[src/rtl/pvc_defines.vh]
// constants for the pll calibration and counter sync control block
`ifndef PVC_DEFINES_VH
`define PVC_DEFINES_VH

// ****************************************************************
// register indices (byte address is four times the index)
// ****************************************************************
`define PVC_IDX_CALCTL 10'h018
`define PVC_IDX_SYNCDLY 10'h019
`define PVC_IDX_UPDATE 10'h232
`define PVC_IDX_STATUS 10'h240

// ****************************************************************
// reset values
// ****************************************************************
`define PVC_RST_CALCTL 8'h06
`define PVC_RST_SYNCDLY 8'h00

// ****************************************************************
// field positions
// ****************************************************************
`define PVC_CAL_NOW_BIT 0
`define PVC_CAL_DIV_LSB 1
`define PVC_CAL_DIV_MSB 2
`define PVC_SYNC_MODE_LSB 6
`define PVC_SYNC_MODE_MSB 7
`define PVC_RDLY_LSB 3
`define PVC_RDLY_MSB 5
`define PVC_NDLY_LSB 0
`define PVC_NDLY_MSB 2
`define PVC_UPDATE_BIT 0

// ****************************************************************
// codes and timing counts
// ****************************************************************
`define PVC_DIV_2 2'h0
`define PVC_DIV_4 2'h1
`define PVC_DIV_8 2'h2
`define PVC_DIV_16 2'h3
`define PVC_SYNC_NONE 2'h0
`define PVC_SYNC_ASYNC 2'h1
`define PVC_SYNC_SYNC 2'h2
`define PVC_SYNC_NONE2 2'h3
`define PVC_CAL_STEPS 8'h40
`define PVC_RESP_OKAY 2'h0
`define PVC_RESP_SLVERR 2'h2

`endif

[src/rtl/pvc_cal_div.v]
// calibration clock divider driven from the reference clock
`timescale 1ns/10ps
module pvc_cal_div (
	// clock and reset
	input wire mclk_i,
	input wire nrst_i,
	// control
	input wire run_i,
	input wire [1:0] div_sel_i,
	// divided clock and its rising-edge tick
	output reg cal_clk_o,
	output reg tick_o
);
`include "pvc_defines.vh"

	reg [2:0] half_cnt_r; // mclk cycles within one half period
	reg [2:0] half_max; // last count of a half period

	// ****************************************************************
	// half period select: ratio n gives n/2 cycles per half
	// ****************************************************************
	always @* begin
		case (div_sel_i)
			`PVC_DIV_2: half_max = 3'h0;
			`PVC_DIV_4: half_max = 3'h1;
			`PVC_DIV_8: half_max = 3'h3;
			default: half_max = 3'h7; // divide by 16, longest calibration
		endcase
	end

	// ****************************************************************
	// divider: idle low, restarts cleanly each calibration
	// ****************************************************************
	always @(posedge mclk_i or negedge nrst_i) begin
		if (!nrst_i) begin
			half_cnt_r <= 3'h0;
			cal_clk_o <= 1'b0;
			tick_o <= 1'b0;
		end else if (!run_i) begin
			half_cnt_r <= 3'h0;
			cal_clk_o <= 1'b0;
			tick_o <= 1'b0;
		end else if (half_cnt_r >= half_max) begin
			// end of half period: flip the divided clock
			half_cnt_r <= 3'h0;
			cal_clk_o <= ~cal_clk_o;
			tick_o <= ~cal_clk_o;
		end else begin
			half_cnt_r <= half_cnt_r + 3'h1;
			tick_o <= 1'b0;
		end
	end
endmodule // pvc_cal_div

[src/rtl/pvc_axil_slave.v]
// axi4-lite slave front end, one write and one read at a time
`timescale 1ns/10ps
module pvc_axil_slave (
	// clock and reset
	input wire mclk_i,
	input wire nrst_i,
	// write address and data channels
	input wire [11:0] s_axil_awaddr_i,
	input wire s_axil_awvalid_i,
	output reg s_axil_awready_o,
	input wire [31:0] s_axil_wdata_i,
	input wire [3:0] s_axil_wstrb_i,
	input wire s_axil_wvalid_i,
	output reg s_axil_wready_o,
	// write response channel
	output reg [1:0] s_axil_bresp_o,
	output reg s_axil_bvalid_o,
	input wire s_axil_bready_i,
	// read channels
	input wire [11:0] s_axil_araddr_i,
	input wire s_axil_arvalid_i,
	output reg s_axil_arready_o,
	output reg [31:0] s_axil_rdata_o,
	output reg [1:0] s_axil_rresp_o,
	output reg s_axil_rvalid_o,
	input wire s_axil_rready_i,
	// register file side
	output wire wr_en_o,
	output wire [9:0] wr_idx_o,
	output wire [7:0] wr_data_o,
	output wire wr_lane0_o,
	input wire wr_hit_i,
	output wire [9:0] rd_idx_o,
	input wire [31:0] rd_data_i,
	input wire rd_hit_i
);
`include "pvc_defines.vh"

	reg aw_full_r; // write address held
	reg w_full_r; // write data held
	reg [9:0] aw_idx_r; // held word index
	reg [7:0] w_data_r; // held low byte
	reg w_lane0_r; // held strobe of byte lane 0

	// write fires once both halves are held and no answer is pending
	assign wr_en_o = aw_full_r & w_full_r & ~s_axil_bvalid_o;
	assign wr_idx_o = aw_idx_r;
	assign wr_data_o = w_data_r;
	assign wr_lane0_o = w_lane0_r;
	assign rd_idx_o = s_axil_araddr_i[11:2];

	// ****************************************************************
	// write path
	// ****************************************************************
	always @(posedge mclk_i or negedge nrst_i) begin
		if (!nrst_i) begin
			aw_full_r <= 1'b0;
			w_full_r <= 1'b0;
			aw_idx_r <= 10'h000;
			w_data_r <= 8'h00;
			w_lane0_r <= 1'b0;
			s_axil_awready_o <= 1'b1;
			s_axil_wready_o <= 1'b1;
			s_axil_bvalid_o <= 1'b0;
			s_axil_bresp_o <= `PVC_RESP_OKAY;
		end else begin
			// address taken, in any order with data
			if (s_axil_awvalid_i && s_axil_awready_o) begin
				aw_full_r <= 1'b1;
				aw_idx_r <= s_axil_awaddr_i[11:2];
				s_axil_awready_o <= 1'b0;
			end
			// data taken
			if (s_axil_wvalid_i && s_axil_wready_o) begin
				w_full_r <= 1'b1;
				w_data_r <= s_axil_wdata_i[7:0];
				w_lane0_r <= s_axil_wstrb_i[0];
				s_axil_wready_o <= 1'b0;
			end
			// perform the write and answer; unmapped gets slverr
			if (wr_en_o) begin
				aw_full_r <= 1'b0;
				w_full_r <= 1'b0;
				s_axil_bvalid_o <= 1'b1;
				s_axil_bresp_o <= wr_hit_i ? `PVC_RESP_OKAY :
					`PVC_RESP_SLVERR;
			end
			// answer accepted, reopen both channels
			if (s_axil_bvalid_o && s_axil_bready_i) begin
				s_axil_bvalid_o <= 1'b0;
				s_axil_awready_o <= 1'b1;
				s_axil_wready_o <= 1'b1;
			end
		end
	end

	// ****************************************************************
	// read path: data sampled at the address handshake
	// ****************************************************************
	always @(posedge mclk_i or negedge nrst_i) begin
		if (!nrst_i) begin
			s_axil_arready_o <= 1'b1;
			s_axil_rvalid_o <= 1'b0;
			s_axil_rdata_o <= 32'h00000000;
			s_axil_rresp_o <= `PVC_RESP_OKAY;
		end else if (s_axil_arvalid_i && s_axil_arready_o) begin
			s_axil_arready_o <= 1'b0;
			s_axil_rvalid_o <= 1'b1;
			s_axil_rdata_o <= rd_data_i;
			s_axil_rresp_o <= rd_hit_i ? `PVC_RESP_OKAY :
				`PVC_RESP_SLVERR;
		end else if (s_axil_rvalid_o && s_axil_rready_i) begin
			s_axil_rvalid_o <= 1'b0;
			s_axil_arready_o <= 1'b1;
		end
	end
endmodule // pvc_axil_slave

[src/rtl/pvc_top.v]
// pll oscillator calibration, counter sync and path delay control
//
// Design decision made here: the AXI4-Lite interface to the registers.
`timescale 1ns/10ps
module pvc_top (
	// clock and reset
	input wire mclk_i,
	input wire nrst_i,
	// axi4-lite write address and data
	input wire [11:0] s_axil_awaddr_i,
	input wire s_axil_awvalid_i,
	output wire s_axil_awready_o,
	input wire [31:0] s_axil_wdata_i,
	input wire [3:0] s_axil_wstrb_i,
	input wire s_axil_wvalid_i,
	output wire s_axil_wready_o,
	// axi4-lite write response
	output wire [1:0] s_axil_bresp_o,
	output wire s_axil_bvalid_o,
	input wire s_axil_bready_i,
	// axi4-lite read
	input wire [11:0] s_axil_araddr_i,
	input wire s_axil_arvalid_i,
	output wire s_axil_arready_o,
	output wire [31:0] s_axil_rdata_o,
	output wire [1:0] s_axil_rresp_o,
	output wire s_axil_rvalid_o,
	input wire s_axil_rready_i,
	// external synchronisation pin
	input wire sync_i,
	// counter reset requests
	output reg ctr_async_rst_o,
	output reg ctr_sync_rst_o,
	// path delay settings
	output reg [2:0] ref_dly_o,
	output reg [2:0] fb_dly_o,
	// calibration
	output wire cal_clk_o,
	output reg cal_busy_o,
	output reg cal_done_o,
	output reg cal_valid_o,
	output reg lock_det_en_o
);
`include "pvc_defines.vh"

	// ****************************************************************
	// state codes
	// ****************************************************************
	localparam ST_IDLE = 2'h0; // waiting for a start
	localparam ST_RUN = 2'h1; // counting calibration clock ticks
	localparam ST_DONE = 2'h2; // finishing, result made valid

	// ****************************************************************
	// declarations
	// ****************************************************************
	wire wr_en; // write strobe from the bus front end
	wire [9:0] wr_idx; // word index of the write
	wire [7:0] wr_data; // low byte of the write data
	wire wr_lane0; // byte lane 0 enabled
	reg wr_hit; // write index is mapped
	wire [9:0] rd_idx; // word index of the read
	reg [31:0] rd_data; // read data for that index
	reg rd_hit; // read index is mapped

	reg [7:0] calctl_buf_r; // buffered calibration control
	reg [7:0] syncdly_buf_r; // buffered sync and delay control
	reg [7:0] calctl_act_r; // active calibration control
	reg [7:0] syncdly_act_r; // active sync and delay control
	reg update_r; // update-all strobe, one cycle

	reg now_prev_r; // active calibrate-now bit one cycle ago
	wire now_act; // active calibrate-now bit
	wire cal_start; // rising edge of the active bit
	wire cal_abort; // falling edge of the active bit

	reg [1:0] state_r; // calibration state
	reg [1:0] state_nxt; // next calibration state
	reg [7:0] step_r; // ticks counted so far
	reg [7:0] step_nxt; // next tick count
	wire cal_tick; // rising edge of the calibration clock
	wire div_run; // divider enable

	reg sync_prev_r; // sync pin one cycle ago
	wire [1:0] sync_mode; // active sync action field

	// ****************************************************************
	// bus front end
	// ****************************************************************
	pvc_axil_slave u_bus (
		.mclk_i(mclk_i),
		.nrst_i(nrst_i),
		.s_axil_awaddr_i(s_axil_awaddr_i),
		.s_axil_awvalid_i(s_axil_awvalid_i),
		.s_axil_awready_o(s_axil_awready_o),
		.s_axil_wdata_i(s_axil_wdata_i),
		.s_axil_wstrb_i(s_axil_wstrb_i),
		.s_axil_wvalid_i(s_axil_wvalid_i),
		.s_axil_wready_o(s_axil_wready_o),
		.s_axil_bresp_o(s_axil_bresp_o),
		.s_axil_bvalid_o(s_axil_bvalid_o),
		.s_axil_bready_i(s_axil_bready_i),
		.s_axil_araddr_i(s_axil_araddr_i),
		.s_axil_arvalid_i(s_axil_arvalid_i),
		.s_axil_arready_o(s_axil_arready_o),
		.s_axil_rdata_o(s_axil_rdata_o),
		.s_axil_rresp_o(s_axil_rresp_o),
		.s_axil_rvalid_o(s_axil_rvalid_o),
		.s_axil_rready_i(s_axil_rready_i),
		.wr_en_o(wr_en),
		.wr_idx_o(wr_idx),
		.wr_data_o(wr_data),
		.wr_lane0_o(wr_lane0),
		.wr_hit_i(wr_hit),
		.rd_idx_o(rd_idx),
		.rd_data_i(rd_data),
		.rd_hit_i(rd_hit)
	);

	// ****************************************************************
	// address decode for writes
	// ****************************************************************
	always @* begin
		case (wr_idx)
			`PVC_IDX_CALCTL: wr_hit = 1'b1;
			`PVC_IDX_SYNCDLY: wr_hit = 1'b1;
			`PVC_IDX_UPDATE: wr_hit = 1'b1;
			`PVC_IDX_STATUS: wr_hit = 1'b1; // read only, write ignored
			default: wr_hit = 1'b0;
		endcase
	end

	// ****************************************************************
	// read mux: buffered values, status shows live state
	// ****************************************************************
	always @* begin
		rd_data = 32'h00000000;
		rd_hit = 1'b1;
		case (rd_idx)
			`PVC_IDX_CALCTL: begin
				rd_data = {24'h000000, calctl_buf_r};
			end
			`PVC_IDX_SYNCDLY: begin
				rd_data = {24'h000000, syncdly_buf_r};
			end
			`PVC_IDX_UPDATE: begin
				rd_data = 32'h00000000; // strobe reads zero
			end
			`PVC_IDX_STATUS: begin
				rd_data = {16'h0000, step_r, syncdly_act_r[7:6],
					calctl_act_r[2:1], now_act, cal_done_o,
					cal_valid_o, cal_busy_o};
			end
			default: begin
				rd_hit = 1'b0; // unmapped reads zero with slverr
			end
		endcase
	end

	// ****************************************************************
	// buffered registers and update-all strobe
	// ****************************************************************
	always @(posedge mclk_i or negedge nrst_i) begin
		if (!nrst_i) begin
			calctl_buf_r <= `PVC_RST_CALCTL;
			syncdly_buf_r <= `PVC_RST_SYNCDLY;
			update_r <= 1'b0;
		end else begin
			update_r <= 1'b0;
			if (wr_en && wr_lane0) begin
				case (wr_idx)
					`PVC_IDX_CALCTL: begin
						// only divider and calibrate-now are kept
						calctl_buf_r <= {5'h00, wr_data[2:0]};
					end
					`PVC_IDX_SYNCDLY: begin
						syncdly_buf_r <= wr_data;
					end
					`PVC_IDX_UPDATE: begin
						update_r <= wr_data[`PVC_UPDATE_BIT];
					end
					default: begin
						update_r <= 1'b0;
					end
				endcase
			end
		end
	end

	// ****************************************************************
	// active copies, loaded only by the update-all strobe
	// ****************************************************************
	always @(posedge mclk_i or negedge nrst_i) begin
		if (!nrst_i) begin
			calctl_act_r <= `PVC_RST_CALCTL;
			syncdly_act_r <= `PVC_RST_SYNCDLY;
		end else if (update_r) begin
			calctl_act_r <= calctl_buf_r;
			syncdly_act_r <= syncdly_buf_r;
		end
	end

	// ****************************************************************
	// edge detect on the active calibrate-now bit
	// ****************************************************************
	assign now_act = calctl_act_r[`PVC_CAL_NOW_BIT];
	assign cal_start = now_act & ~now_prev_r;
	assign cal_abort = ~now_act & now_prev_r;

	always @(posedge mclk_i or negedge nrst_i) begin
		if (!nrst_i) begin
			now_prev_r <= 1'b0;
		end else begin
			now_prev_r <= now_act;
		end
	end

	// ****************************************************************
	// calibration clock divider
	// ****************************************************************
	assign div_run = (state_r == ST_RUN);

	pvc_cal_div u_div (
		.mclk_i(mclk_i),
		.nrst_i(nrst_i),
		.run_i(div_run),
		.div_sel_i(calctl_act_r[`PVC_CAL_DIV_MSB:`PVC_CAL_DIV_LSB]),
		.cal_clk_o(cal_clk_o),
		.tick_o(cal_tick)
	);

	// ****************************************************************
	// calibration sequencer, next state
	// ****************************************************************
	always @* begin
		state_nxt = state_r;
		step_nxt = step_r;
		case (state_r)
			ST_IDLE: begin
				if (cal_start) begin
					state_nxt = ST_RUN;
					step_nxt = 8'h00;
				end
			end
			ST_RUN: begin
				if (cal_abort) begin
					state_nxt = ST_IDLE;
				end else if (cal_tick) begin
					// duration scales with the divide ratio
					step_nxt = step_r + 8'h01;
					if (step_r == `PVC_CAL_STEPS - 8'h01) begin
						state_nxt = ST_DONE;
					end
				end
			end
			ST_DONE: begin
				state_nxt = ST_IDLE;
			end
			default: begin
				state_nxt = ST_IDLE;
			end
		endcase
	end

	// ****************************************************************
	// calibration sequencer, state and outputs
	// ****************************************************************
	always @(posedge mclk_i or negedge nrst_i) begin
		if (!nrst_i) begin
			state_r <= ST_IDLE;
			step_r <= 8'h00;
			cal_busy_o <= 1'b0;
			cal_done_o <= 1'b0;
			cal_valid_o <= 1'b0;
			lock_det_en_o <= 1'b0;
		end else begin
			state_r <= state_nxt;
			step_r <= step_nxt;
			cal_busy_o <= (state_nxt == ST_RUN);
			cal_done_o <= (state_nxt == ST_DONE);
			if (cal_abort || cal_start) begin
				// old result thrown away
				cal_valid_o <= 1'b0;
				lock_det_en_o <= 1'b0;
			end else if (state_nxt == ST_DONE) begin
				// lock detection may proceed only now
				cal_valid_o <= 1'b1;
				lock_det_en_o <= 1'b1;
			end
		end
	end

	// ****************************************************************
	// sync pin action on the reference and feedback counters
	// ****************************************************************
	assign sync_mode = syncdly_act_r[`PVC_SYNC_MODE_MSB:`PVC_SYNC_MODE_LSB];

	always @(posedge mclk_i or negedge nrst_i) begin
		if (!nrst_i) begin
			sync_prev_r <= 1'b0;
			ctr_async_rst_o <= 1'b0;
			ctr_sync_rst_o <= 1'b0;
		end else begin
			sync_prev_r <= sync_i;
			// async: held as long as the pin stays asserted
			ctr_async_rst_o <= (sync_mode == `PVC_SYNC_ASYNC) & sync_i;
			// sync: one pulse at the pin's assertion
			ctr_sync_rst_o <= (sync_mode == `PVC_SYNC_SYNC) &
				sync_i & ~sync_prev_r;
		end
	end

	// ****************************************************************
	// path delay settings from the active copy
	// ****************************************************************
	always @(posedge mclk_i or negedge nrst_i) begin
		if (!nrst_i) begin
			ref_dly_o <= 3'h0;
			fb_dly_o <= 3'h0;
		end else begin
			ref_dly_o <= syncdly_act_r[`PVC_RDLY_MSB:`PVC_RDLY_LSB];
			fb_dly_o <= syncdly_act_r[`PVC_NDLY_MSB:`PVC_NDLY_LSB];
		end
	end
endmodule // pvc_top

[config.mk]
export PLATFORM = sky130hd
export DESIGN_NAME = pvc_top
export DESIGN_NICKNAME = d
export VERILOG_FILES = /design/src/rtl/pvc_cal_div.v /design/src/rtl/pvc_axil_slave.v /design/src/rtl/pvc_top.v
export VERILOG_INCLUDE_DIRS = /design/src /design/src/rtl
export SDC_FILE = /design/constraint.sdc
export NUM_CORES = 1
export LEC_CHECK = 0
export BUFFER_PORTS_ARGS = -buffer_cell sky130_fd_sc_hd__buf_4
export CAP_MARGIN = 40
export CORE_ASPECT_RATIO = 2
export CORE_UTILIZATION = 39
export DETAILED_ROUTE_END_ITERATION = 8
export PLACE_DENSITY = 0.72
export SYNTH_ARGS = -nofsm -noshare
export SYNTH_HDL_FRONTEND = slang
export SYNTH_SLANG_ARGS = --single-unit
[constraint.sdc]
create_clock -name mclk_i -period 1.77 [get_ports mclk_i]
set_input_delay 0.177 -clock mclk_i [delete_from_list [all_inputs] [get_ports mclk_i]]
set_output_delay 0.177 -clock mclk_i [all_outputs]
set_load 0.01 [all_outputs]
## Yosys cells after proc, flatten, opt, wreduce, memory -nomap -nowiden

Index checks and enable logic that the tools add are counted.

| operators by class | value |
|---|---|
| add/sub/neg operators | 2 |
| order comparisons | 1 |
| eq/ne operators | 20 |
| multiplexer cells | 39 |
| bitwise gates (word level) | 12 |
| reduce and logical (&&, ||, !) cells | 22 |

Operators by type and width:

| cell | count |
|---|---|
| 16-bit case mux with 3 select lines | 1 |
| 10-bit equality test (second input constant) | 4 |
| 10-bit by 5-bit equality test with 1-bit output (second input constant) | 4 |
| 1-bit two-way mux | 24 |
| 8-bit two-way mux | 3 |
| 8-bit case mux with 2 select lines | 1 |
| 2-bit nonzero test | 8 |
| 2-bit two-way mux | 6 |
| 3-bit case mux with 3 select lines | 1 |
| 8-bit by 1-bit adder with 8-bit output (second input constant) | 1 |
| 2-bit by 1-bit equality test with 1-bit output (second input constant) | 4 |
| 8-bit by 6-bit equality test with 1-bit output (second input constant) | 1 |
| 2-bit inequality test (second input constant) | 4 |
| 4-bit OR reduction | 2 |
| 1-bit bitwise AND | 7 |
| 2-bit equality test (second input constant) | 3 |
| 1-bit logical AND | 6 |
| 3-bit two-way mux | 2 |
| 1-bit NOT | 5 |
| 2-bit zero test | 2 |
| 2-bit case mux with 2 select lines | 1 |
| 2-bit AND reduction | 2 |
| 4-bit AND reduction | 1 |
| 3-bit by 1-bit adder with 3-bit output (second input constant) | 1 |
| 2 further kinds | 2 |

| word-level totals | value |
|---|---|
| register bits | 113 |
| word-level logic and storage cells | 128 |

## Longest topological paths before layout

Gate-level depths: netlist (run 1).

| logic depth | value |
|---|---|
| depth after elaboration | 8 |
| depth in mapped cells | 7 |

## By module

A second synthesis (run 1) with hierarchy kept.

| second synthesis, totals | value |
|---|---|
| cells, all modules | 352 |
| area total of the unflattened synthesis | 4848.4 µm² |

By module, submodules not included:

| module | instances | cells each | area an instance (µm²) | sequential area each (µm²) |
|---|---|---|---|---|
| pvc_axil_slave | 1 | 151 | 2453.6 | 1505.2 |
| pvc_top | 1 | 175 | 2118.3 | 1156.1 |
| pvc_cal_div | 1 | 26 | 276.5 | 125.1 |

## Worst setup path after synthesis (run 1)

Ideal clock, no wire load.

| timing | value |
|---|---|
| path type | register to register |
| start | register u_bus.s_axil_bvalid_o |
| end | register calctl_buf_r[0] |
| arrival time | 1704 ps |
| required time | 1645 ps |
| path slack | -58 ps |
| cell stages (with the launch flop) | 5 |
| cell sequence | dfrtp_1 > nand3b_4 > or4_4 > nor4b_4 > mux2_2 |

| between the ends | value |
|---|---|
| longest elaborated chain between the ends | 4 |

RTL lines:

| element | RTL line | source |
|---|---|---|
| start, declared | pvc_axil_slave.v:17 | `output reg s_axil_bvalid_o,` |
| start signal, assigned | pvc_axil_slave.v:64 | `s_axil_bvalid_o <= 1'b0;` |
| start signal, assigned | pvc_axil_slave.v:84 | `s_axil_bvalid_o <= 1'b1;` |
| start signal, assigned | pvc_axil_slave.v:90 | `s_axil_bvalid_o <= 1'b0;` |
| 1-bit NOT | pvc_axil_slave.v:46 | `assign wr_en_o = aw_full_r & w_full_r & ~s_axil_bvalid_o;` |
| 1-bit bitwise AND | pvc_axil_slave.v:46 |  |
| 1-bit logical AND | pvc_top.v:169 | `if (wr_en && wr_lane0) begin` |
| 2-bit AND reduction (no source line) | - |  |
| end signal, assigned | pvc_top.v:164 | `` calctl_buf_r <= `PVC_RST_CALCTL; `` |
| end signal, assigned | pvc_top.v:173 | `calctl_buf_r <= {5'h00, wr_data[2:0]};` |
| end, declared | pvc_top.v:65 | `reg [7:0] calctl_buf_r;` |

Every way passes these cells.
A chain may end at the register's enable or synchronous reset.

## Worst setup path after layout (run 1)

| timing | value |
|---|---|
| start | register u_bus.s_axil_bvalid_o |
| end | register calctl_buf_r[1] |

The elaborated chain is that of the path after synthesis.

==> metrics.md, run 1 <==
| Metric | Value |
|---|---|
| Crit Path Max Fanout | `3` |
| Leakage power | `2.58 nW` |
| Hold Crit Start | `s_axil_bready_i` |
| Global placement routability congestion | `0.811` |
| IO Pins | `122` |
| Max-cap violations | `0` |
| Peak supply drop | `0.790 mV` |
| Antenna violation net count after detailed routing | `0` |
| Die area | `10,900 um2` |
| Vias/cell | `5.09` |
| Number of flops mapped to enable cells by yosys | `0` |
| Hold crit path type | `input pin to flip-flop` |
| RSZ-0062 raised after global routing | `yes` |
| Post-Route Setup TNS | `-0.00522 ns` |
| Worst endpoint required time | `2.04 ns` |
| Mapped cell area | `4090 um2` |
| Core area | `10,100 um2` |
| Stages on worst setup path | `4` |
| Gr busiest metal | `met2` |
| Die width | `74.4 um` |
| Initial antenna violation count | `0` |
| Ys flop type | `dfrtp_1` |
| Post-Layout Cell Count | `558` |
| CTS sink count | `95` |
| Clock skew after layout | `0.0115 ns` |
| CTS root buf | `clkbuf_16` |
| Final Max Slew Viols | `0` |
| Slowest CP cell | `or4_4` |
| Initial Util | `40.3%` |
| Dpl hpwl | `6.58 mm` |
| Die Y | `147 um` |
| Worst Path Arrival | `2.04 ns` |
| Synth cell types | `47` |
| Placed cells | `534` |
| PwrDens | `1030 nW/um2` |
| R2R Setup Slk | `-0.005 ns` |
| Cell Chain, Critical Path | `nand3b_4 -> or4_4 -> nor4b_4 -> mux2_2` |
| DR pass1 iterations | `4` |
| Final Instance Area | `5320 um2` |
| Async SR Flop Fraction | `100%` |
| H-tree levels | `3` |
| Syn. warnings | `0` |
| Seq cells post-synth | `95` |
| Crit-path leading delay family | `simple AND/OR/NAND/NOR gates` |
| Met2 usage | `31.5%` |
| Hold Path Sink | `u_bus.s_axil_bvalid_o$_DFFE_PN0P_` |
| Vias | `2,842` |
| Outcome | `finished, violations left` |
| Worst slack, placed | `-0.0160 ns` |
| CP Capture Type | `flip-flop` |
| R2R Path End | `calctl_buf_r[1]$_DFFE_PN1P_` |
| Worst setup margin | `-0.00522 ns` |
| Sequential-to-total area share from yosys stat | `58.4%` |
| Layout cells sized above 1 | `41.1%` |
| Met3 Resource Use GR | `4.05%` |
| Crit path time final | `1.78 ns` |
| DRC violations left | `0` |
| Crit Path Category | `flip-flop to flip-flop` |
| GRT Overall Usage | `17.1%` |
| First-pass GRT wire length | `14.1 mm` |
| CP Launch Type | `flip-flop` |
| Max-slew headroom | `64.7%` |
| DR WL/cell | `15.7 um` |
| Worst-case reg-to-reg path depth | `4` |
| Hold depth | `2` |
| Global route overflow | `0` |
| Setup violators final | `1` |
| Endpoints failing hold | `0` |
| Worst Path Buf+Inv | `0` |
| Grt met1 use | `17.4%` |
| FF-to-FF Start | `u_bus.s_axil_bvalid_o$_DFFE_PN0P_` |
| Placed inst area | `4880 um2` |
| Initial drt markers | `150` |
| N_diodes | `0` |
| Clk pin slew, worst setup/hold paths | `0.07 ns` |
| Crit-path max cell delay | `0.44 ns` |
| Violated checks | `setup timing` |
| Detailed Route WL | `8.79 mm` |
| Max clock buf depth | `2` |
| Achievable Freq | `0.563 GHz` |
| Final net count | `493` |
| CTS tree | `yes` |
| Number of global-route vias before repair | `2,935` |
| Area growth syn-to-layout | `30.2%` |
| PortBufs | `72` |
| Gate count of the mapped netlist | `313` |
| Worst Tran Pin Value | `0.530 ns` |
| CTS Buf Count | `9` |
| Row cnt | `52` |
| Final period util | `100%` |
| Clk_lat worst skew | `0.34 ns` |
| Largest net degree at the start of global routing | `54` |
| Avg Cell Area, Syn | `13.1 um2` |
[routing by layer]
metal,part of all wire [%],vias up
met3,4.4,17
li1,-,1302
met4,2.6,0
met5,0,-
met1,36,1431
met2,57,92
[repair_timing]
item,4_1_cts,5_1_grt
hold buffers,5,0
hold endpoints to repair,22,0
setup endpoints to repair,12,21
cloned,0,0
resized for setup,2,12
pin swaps,0,2
buffers inserted,2,1
[metrics by stage]
stage,utilization [%],hold WS [ns],power [W]
3_3_place_gp,48.1,0.0741,0.00351
4_1_cts,51.8,0.0200,0.00555
6_report,52.4,0.0311,0.00549
3_5_place_dp,48.1,0.0731,0.00357
5_1_grt,52.4,0.0568,0.00574
2_1_floorplan,-,-0.119,0.00318
[cell families after synthesis]
family	count (synthesis)	synth area share, %
XOR/XNOR	6	1.29
AO/OA/AOI/OAI	52	9.77
buffers and inverters	38	5.33
AND/OR/NAND/NOR	69	10.7
flip-flops	95	58.4
adder cells (fa/ha/maj)	7	2.14
other	1	0.0918
multiplexers	45	12.2
[Yosys cell counts (2+ instances only)]
cell        n  area, um2
dfrtp_1    88       2200
inv_1      11       41.3
nand3b_1    2       15.0
a21o_1      2       15.0
nor2b_1     3       18.8
buf_4      19        143
nand2b_1    5       31.3
a2111oi_0   2       17.5
nor2_1     10       37.5
xnor2_1     5       43.8
nor4b_1     5       43.8
and2_1      2       12.5
a22o_1     17        149
a31oi_1     2       12.5
a21oi_1     3       15.0
a32o_1      5       50.1
nand4_1     2       12.5
a211oi_1    5       37.5
dfstp_2     7        184
and3_1      5       31.3
nor4_1      2       12.5
buf_2       3       15.0
o21a_1      2       15.0
mux2i_1     5       50.1
clkbuf_1    5       18.8
ha_1        7       87.6
o2bb2ai_1   3       26.3
nor3_1      2       10.0
o21ai_0     9       45.0
nor3b_1     2       15.0
mux2_2     40        450
nand2_1    15       56.3
nand3_1     3       15.0
and3b_1     2       17.5
[power by group]
group | switching (W) | internal (W) | leakage (nW)
clock | 0.000845 | 0.00111 | 0.139
combinational | 0.000353 | 0.000489 | 1.19
sequential | 0.000221 | 0.00248 | 1.25
total | 0.00142 | 0.00408 | 2.58
[cell type report]
type	instances	area, um2
fillers	918	4830
multi-input cells	197	1610
repair buffers	104	810
inverters	11	41.3
well taps	135	169
clock inverters	7	78.8
flip-flops and latches	95	2390
clock buffers	9	225
[worst max path at each step]
stage                                 startpoint                      endpoint
3_5_place_dp   u_bus.s_axil_bvalid_o$_DFFE_PN0P_  syncdly_buf_r[6]$_DFFE_PN0P_
3_3_place_gp   u_bus.s_axil_bvalid_o$_DFFE_PN0P_  syncdly_buf_r[5]$_DFFE_PN0P_
5_1_grt        u_bus.s_axil_bvalid_o$_DFFE_PN0P_   calctl_buf_r[1]$_DFFE_PN1P_
6_report       u_bus.s_axil_bvalid_o$_DFFE_PN0P_   calctl_buf_r[1]$_DFFE_PN1P_
4_1_cts        u_bus.s_axil_bvalid_o$_DFFE_PN0P_   calctl_buf_r[1]$_DFFE_PN1P_
2_1_floorplan  u_bus.s_axil_bvalid_o$_DFFE_PN0P_   calctl_buf_r[0]$_DFFE_PN0P_
[sequential cells by signal, indices dropped and copies added (netlist names), 2 cells and up]
register and count:
u_bus.wr_data_o 8, calctl_act_r 3, ref_dly_o 3, fb_dly_o 3
syncdly_act_r 8, state_r 2, calctl_buf_r 3, step_r 8
u_bus.wr_idx_o 10, u_bus.s_axil_rdata_o 16, u_div.half_cnt_r 3, syncdly_buf_r 8
[placed cells by master, fill, tap and decap left out, drive strengths merged, types with 3 or more instances in the layout]
cell type and n:
buf 99, dfrtp 88, mux2 40, conb 18, a22o 17, nand2 15
inv 13, nor2 10, o21ai 9, clkbuf 9, dfstp 7, ha 7
nor4b 6, and3 5, a211oi 5, mux2i 5, xnor2 5, a32o 5
dlygate4sd3 5, nand2b 5, nand3 3, nor2b 3, o2bb2ai 3, clkinvlp 3
nand4 3, nand3b 3, a21oi 3
Note: power is estimated with default switching activity, not from simulation.
==> run 2: changes to the inputs <==
--- a/config.mk
+++ b/config.mk
@@ -9,6 +9,7 @@
 export BUFFER_PORTS_ARGS = -buffer_cell sky130_fd_sc_hd__buf_4
 export CAP_MARGIN = 40
 export CORE_ASPECT_RATIO = 2
+export CORE_MARGIN = 10
 export CORE_UTILIZATION = 39
 export DETAILED_ROUTE_END_ITERATION = 8
 export PLACE_DENSITY = 0.72
==> run 2 against run 1 <==
The run still ends with setup timing left. Worst hold slack got worse by 0.0034 ns. Count of clock-buffer cells in the layout increased by 2. Critical path type unchanged. Clock skew decreased by 0.0031 ns. Clock power about the same. Critical path depth unchanged. Combinational power increased by 2%. Power increased by 0.46%. Non-clock buffer count unchanged. Via count decreased by 1.4%. Utilization decreased by 0.14 points.
==> metrics.md, run 2 (synthesized netlist as in run 1, its figures left out) <==
| Metric | Value |
|---|---|
| Most frequent cells in the layout | `96 x buf_4, 88 x dfrtp_1, 38 x mux2_2` |
| Worst Path Arrival | `2.04 ns (about the same)` |
| DR WL/cell | `17.0 um (+7.7%)` |
| Worst endpoint required time | `2.03 ns (about the same)` |
| Detailed Route WL | `9.46 mm (+7.7%)` |
| IO Pins | `122 (unchanged)` |
| Antenna violation net count after detailed routing | `0 (unchanged)` |
| Final net count | `493 (unchanged)` |
| Worst Path Buf+Inv | `0 (unchanged)` |
| Clock skew after layout | `0.00838 ns (-0.00308 ns)` |
| Worst Tran Pin Value | `0.536 ns (+0.00600 ns)` |
| WHS | `0.0278 ns (-0.00337 ns)` |
| Multi-input logic area | `1610 um2 (+0.16%)` |
| Hold crit path type | `input pin to flip-flop` |
| CTS tree | `yes` |
| CP Capture Type | `flip-flop` |
| Gr busiest metal | `met2` |
| Initial Util | `40.0% (-0.26 points)` |
| Stages on worst setup path | `4 (unchanged)` |
| Max clock buf depth | `2 (unchanged)` |
| Setup violators final | `2 (+1)` |
| Clk_lat worst skew | `0.34 ns (about the same)` |
| Largest net degree at the start of global routing | `42 (-22%)` |
| Hold depth | `2 (unchanged)` |
| Initial drt markers | `101 (-33%)` |
| Register area | `2390 um2 (unchanged)` |
| Crit path time final | `1.78 ns (+0.00211 ns)` |
| Worst setup margin | `-0.00733 ns (-0.00211 ns)` |
| Global route overflow | `0 (unchanged)` |
| Die area | `15,200 um2 (+39%)` |
| PwrDens | `1030 nW/um2 (about the same)` |
| Number of fill cells | `885 (-3.6%)` |
| Vias | `2,803 (-1.4%)` |
| DR pass1 iterations | `5 (+1)` |
| Core area | `10,200 um2 (+0.64%)` |
| Max-slew headroom | `64.3% (-0.40 points)` |
| Crit-path max cell delay | `0.45 ns (about the same)` |
| CTS sink count | `95 (unchanged)` |
| Vias/cell | `5.02 (-1.4%)` |
| RSZ-0062 raised after global routing | `yes` |
| Global placement routability congestion | `0.867 (+7.0%)` |
| Slowest CP cell | `or4_4` |
| Outcome | `finished, violations left` |
| Endpoints failing hold | `0 (unchanged)` |
| GRT Overall Usage | `12.7% (-4.4 points)` |
| Initial antenna violation count | `0 (unchanged)` |
| Leakage power | `2.60 nW (+0.68%)` |
| Clk pin slew, worst setup/hold paths | `0.07 ns (about the same)` |
| PortBufs | `72 (unchanged)` |
| Crit-path leading delay family | `simple AND/OR/NAND/NOR gates` |
| First-pass GRT wire length | `15.3 mm (+8.7%)` |
| Crit Path Category | `flip-flop to flip-flop` |
| CTS root buf | `clkbuf_16` |
| Most common cell after layout, fill and taps aside | `buf_4` |
| Violated checks | `setup timing` |
| Final Max Slew Viols | `0 (unchanged)` |
| Peak supply drop | `0.955 mV (+21%)` |
| Crit Path Max Fanout | `3 (unchanged)` |
| DRC violations left | `0 (unchanged)` |
| Layout cells sized above 1 | `41.4% (+0.24 points)` |
| Row cnt | `52 (unchanged)` |
| N_diodes | `0 (unchanged)` |
| Area growth syn-to-layout | `30.7%` |
| Cell Chain, Critical Path | `nand3b_4 -> or4_4 -> nor4b_4 -> mux2_2` |
| Final period util | `100% (+0.12 points)` |
| Grt met1 use | `12.7% (-4.7 points)` |
| Met2 usage | `23.2% (-8.3 points)` |
| Largest register FFs | `16 (unchanged)` |
| Achievable Freq | `0.563 GHz (-0.12%)` |
| Die width | `92.4 um (+24%)` |
| Worst-case reg-to-reg path depth | `4 (unchanged)` |
| Largest register by flop count | `u_bus.s_axil_rdata_o` |
| Max-cap violations | `0 (unchanged)` |
| Dpl hpwl | `7.32 mm (+11%)` |
| CTS Buf Count | `9 (unchanged)` |
| Post-Route Setup TNS | `-0.00748 ns (-0.00226 ns)` |
| Met3 Resource Use GR | `4.46% (+0.41 points)` |
| CP Launch Type | `flip-flop` |
| Die Y | `165 um (+12%)` |
| Number of global-route vias before repair | `3,083 (+5.0%)` |
| H-tree levels | `3 (unchanged)` |
[run 2: what timing repair did]
| item | 4_1_cts | 5_1_grt |
|---|---|---|
| pin swaps | 2 | 4 |
| hold endpoints to repair | 29 | 0 |
| buffers inserted | 1 | 2 |
| setup endpoints to repair | 5 | 20 |
| resized for setup | 3 | 11 |
| hold buffers | 5 | 0 |
[run 2: through the flow]
stage / setup WS, ns / instance area [um2] / power [W] / utilization [%] / cells
after floorplan: 0.00178 / 4150 / 0.00318 / - / 330
after global placement: -0.0742 / 4890 / 0.00353 / 47.9 / 534
after detailed placement: -0.0418 / 4890 / 0.00358 / 47.9 / 534
after CTS: -0.0167 / 5270 / 0.00555 / 51.6 / 556
after global routing: -0.0828 / 5340 / 0.00579 / 52.3 / 558
final: -0.00733 / 5340 / 0.00552 / 52.3 / 558
[run 2: path summary, 6_finish.rpt]
path | from | end | slack [ns]
worst min register to register | syncdly_act_r[5]$_DFFE_PN0P_ | ref_dly_o[2]$_DFF_PN0_ | 0.37
worst max-delay path | u_bus.s_axil_bvalid_o$_DFFE_PN0P_ | calctl_buf_r[2]$_DFFE_PN1P_ | -0.007
max in group asynchronous | nrst_i | calctl_act_r[1]$_DFFE_PN1P_ | 0.85
worst max register to register | u_bus.s_axil_bvalid_o$_DFFE_PN0P_ | calctl_buf_r[2]$_DFFE_PN1P_ | -0.007
min in group asynchronous | nrst_i | u_bus.s_axil_rdata_o[13]$_DFFE_PN0P_ | 0.31
worst min-delay path | s_axil_bready_i | u_bus.s_axil_bvalid_o$_DFFE_PN0P_ | 0.03
[run 2: area by class of cell]
cell class | instances | area share, %
Multi-Input combinational cell | 197 | 30.2
Tap cell | 135 | 3.16
Inverter | 11 | 0.773
Clock buffer | 11 | 4.73
Clock inverter | 5 | 1.05
Timing Repair Buffer | 104 | 15.4
Sequential cell | 95 | 44.7
[run 2: power breakdown]
group          internal [W]  total, W  switching, W
logic              0.000493  0.000855      0.000362
clock network       0.00117   0.00195      0.000783
registers           0.00248   0.00271      0.000232
total               0.00414   0.00552       0.00138
[run 2: worst reg2reg max path: stages (launching register included)]
cell and delay, ns:
dfrtp_1 0.38, nand3b_4 0.17, or4_4 0.45, nor4b_4 0.32
mux2_2 0.38
[run 2: per-layer routing]
layer / vias to the layer above / part of all wire [%]
met3: 9 / 5.9
met5: - / 0
li1: 1316 / -
met1: 1391 / 38
met2: 87 / 55
met4: 0 / 1.5
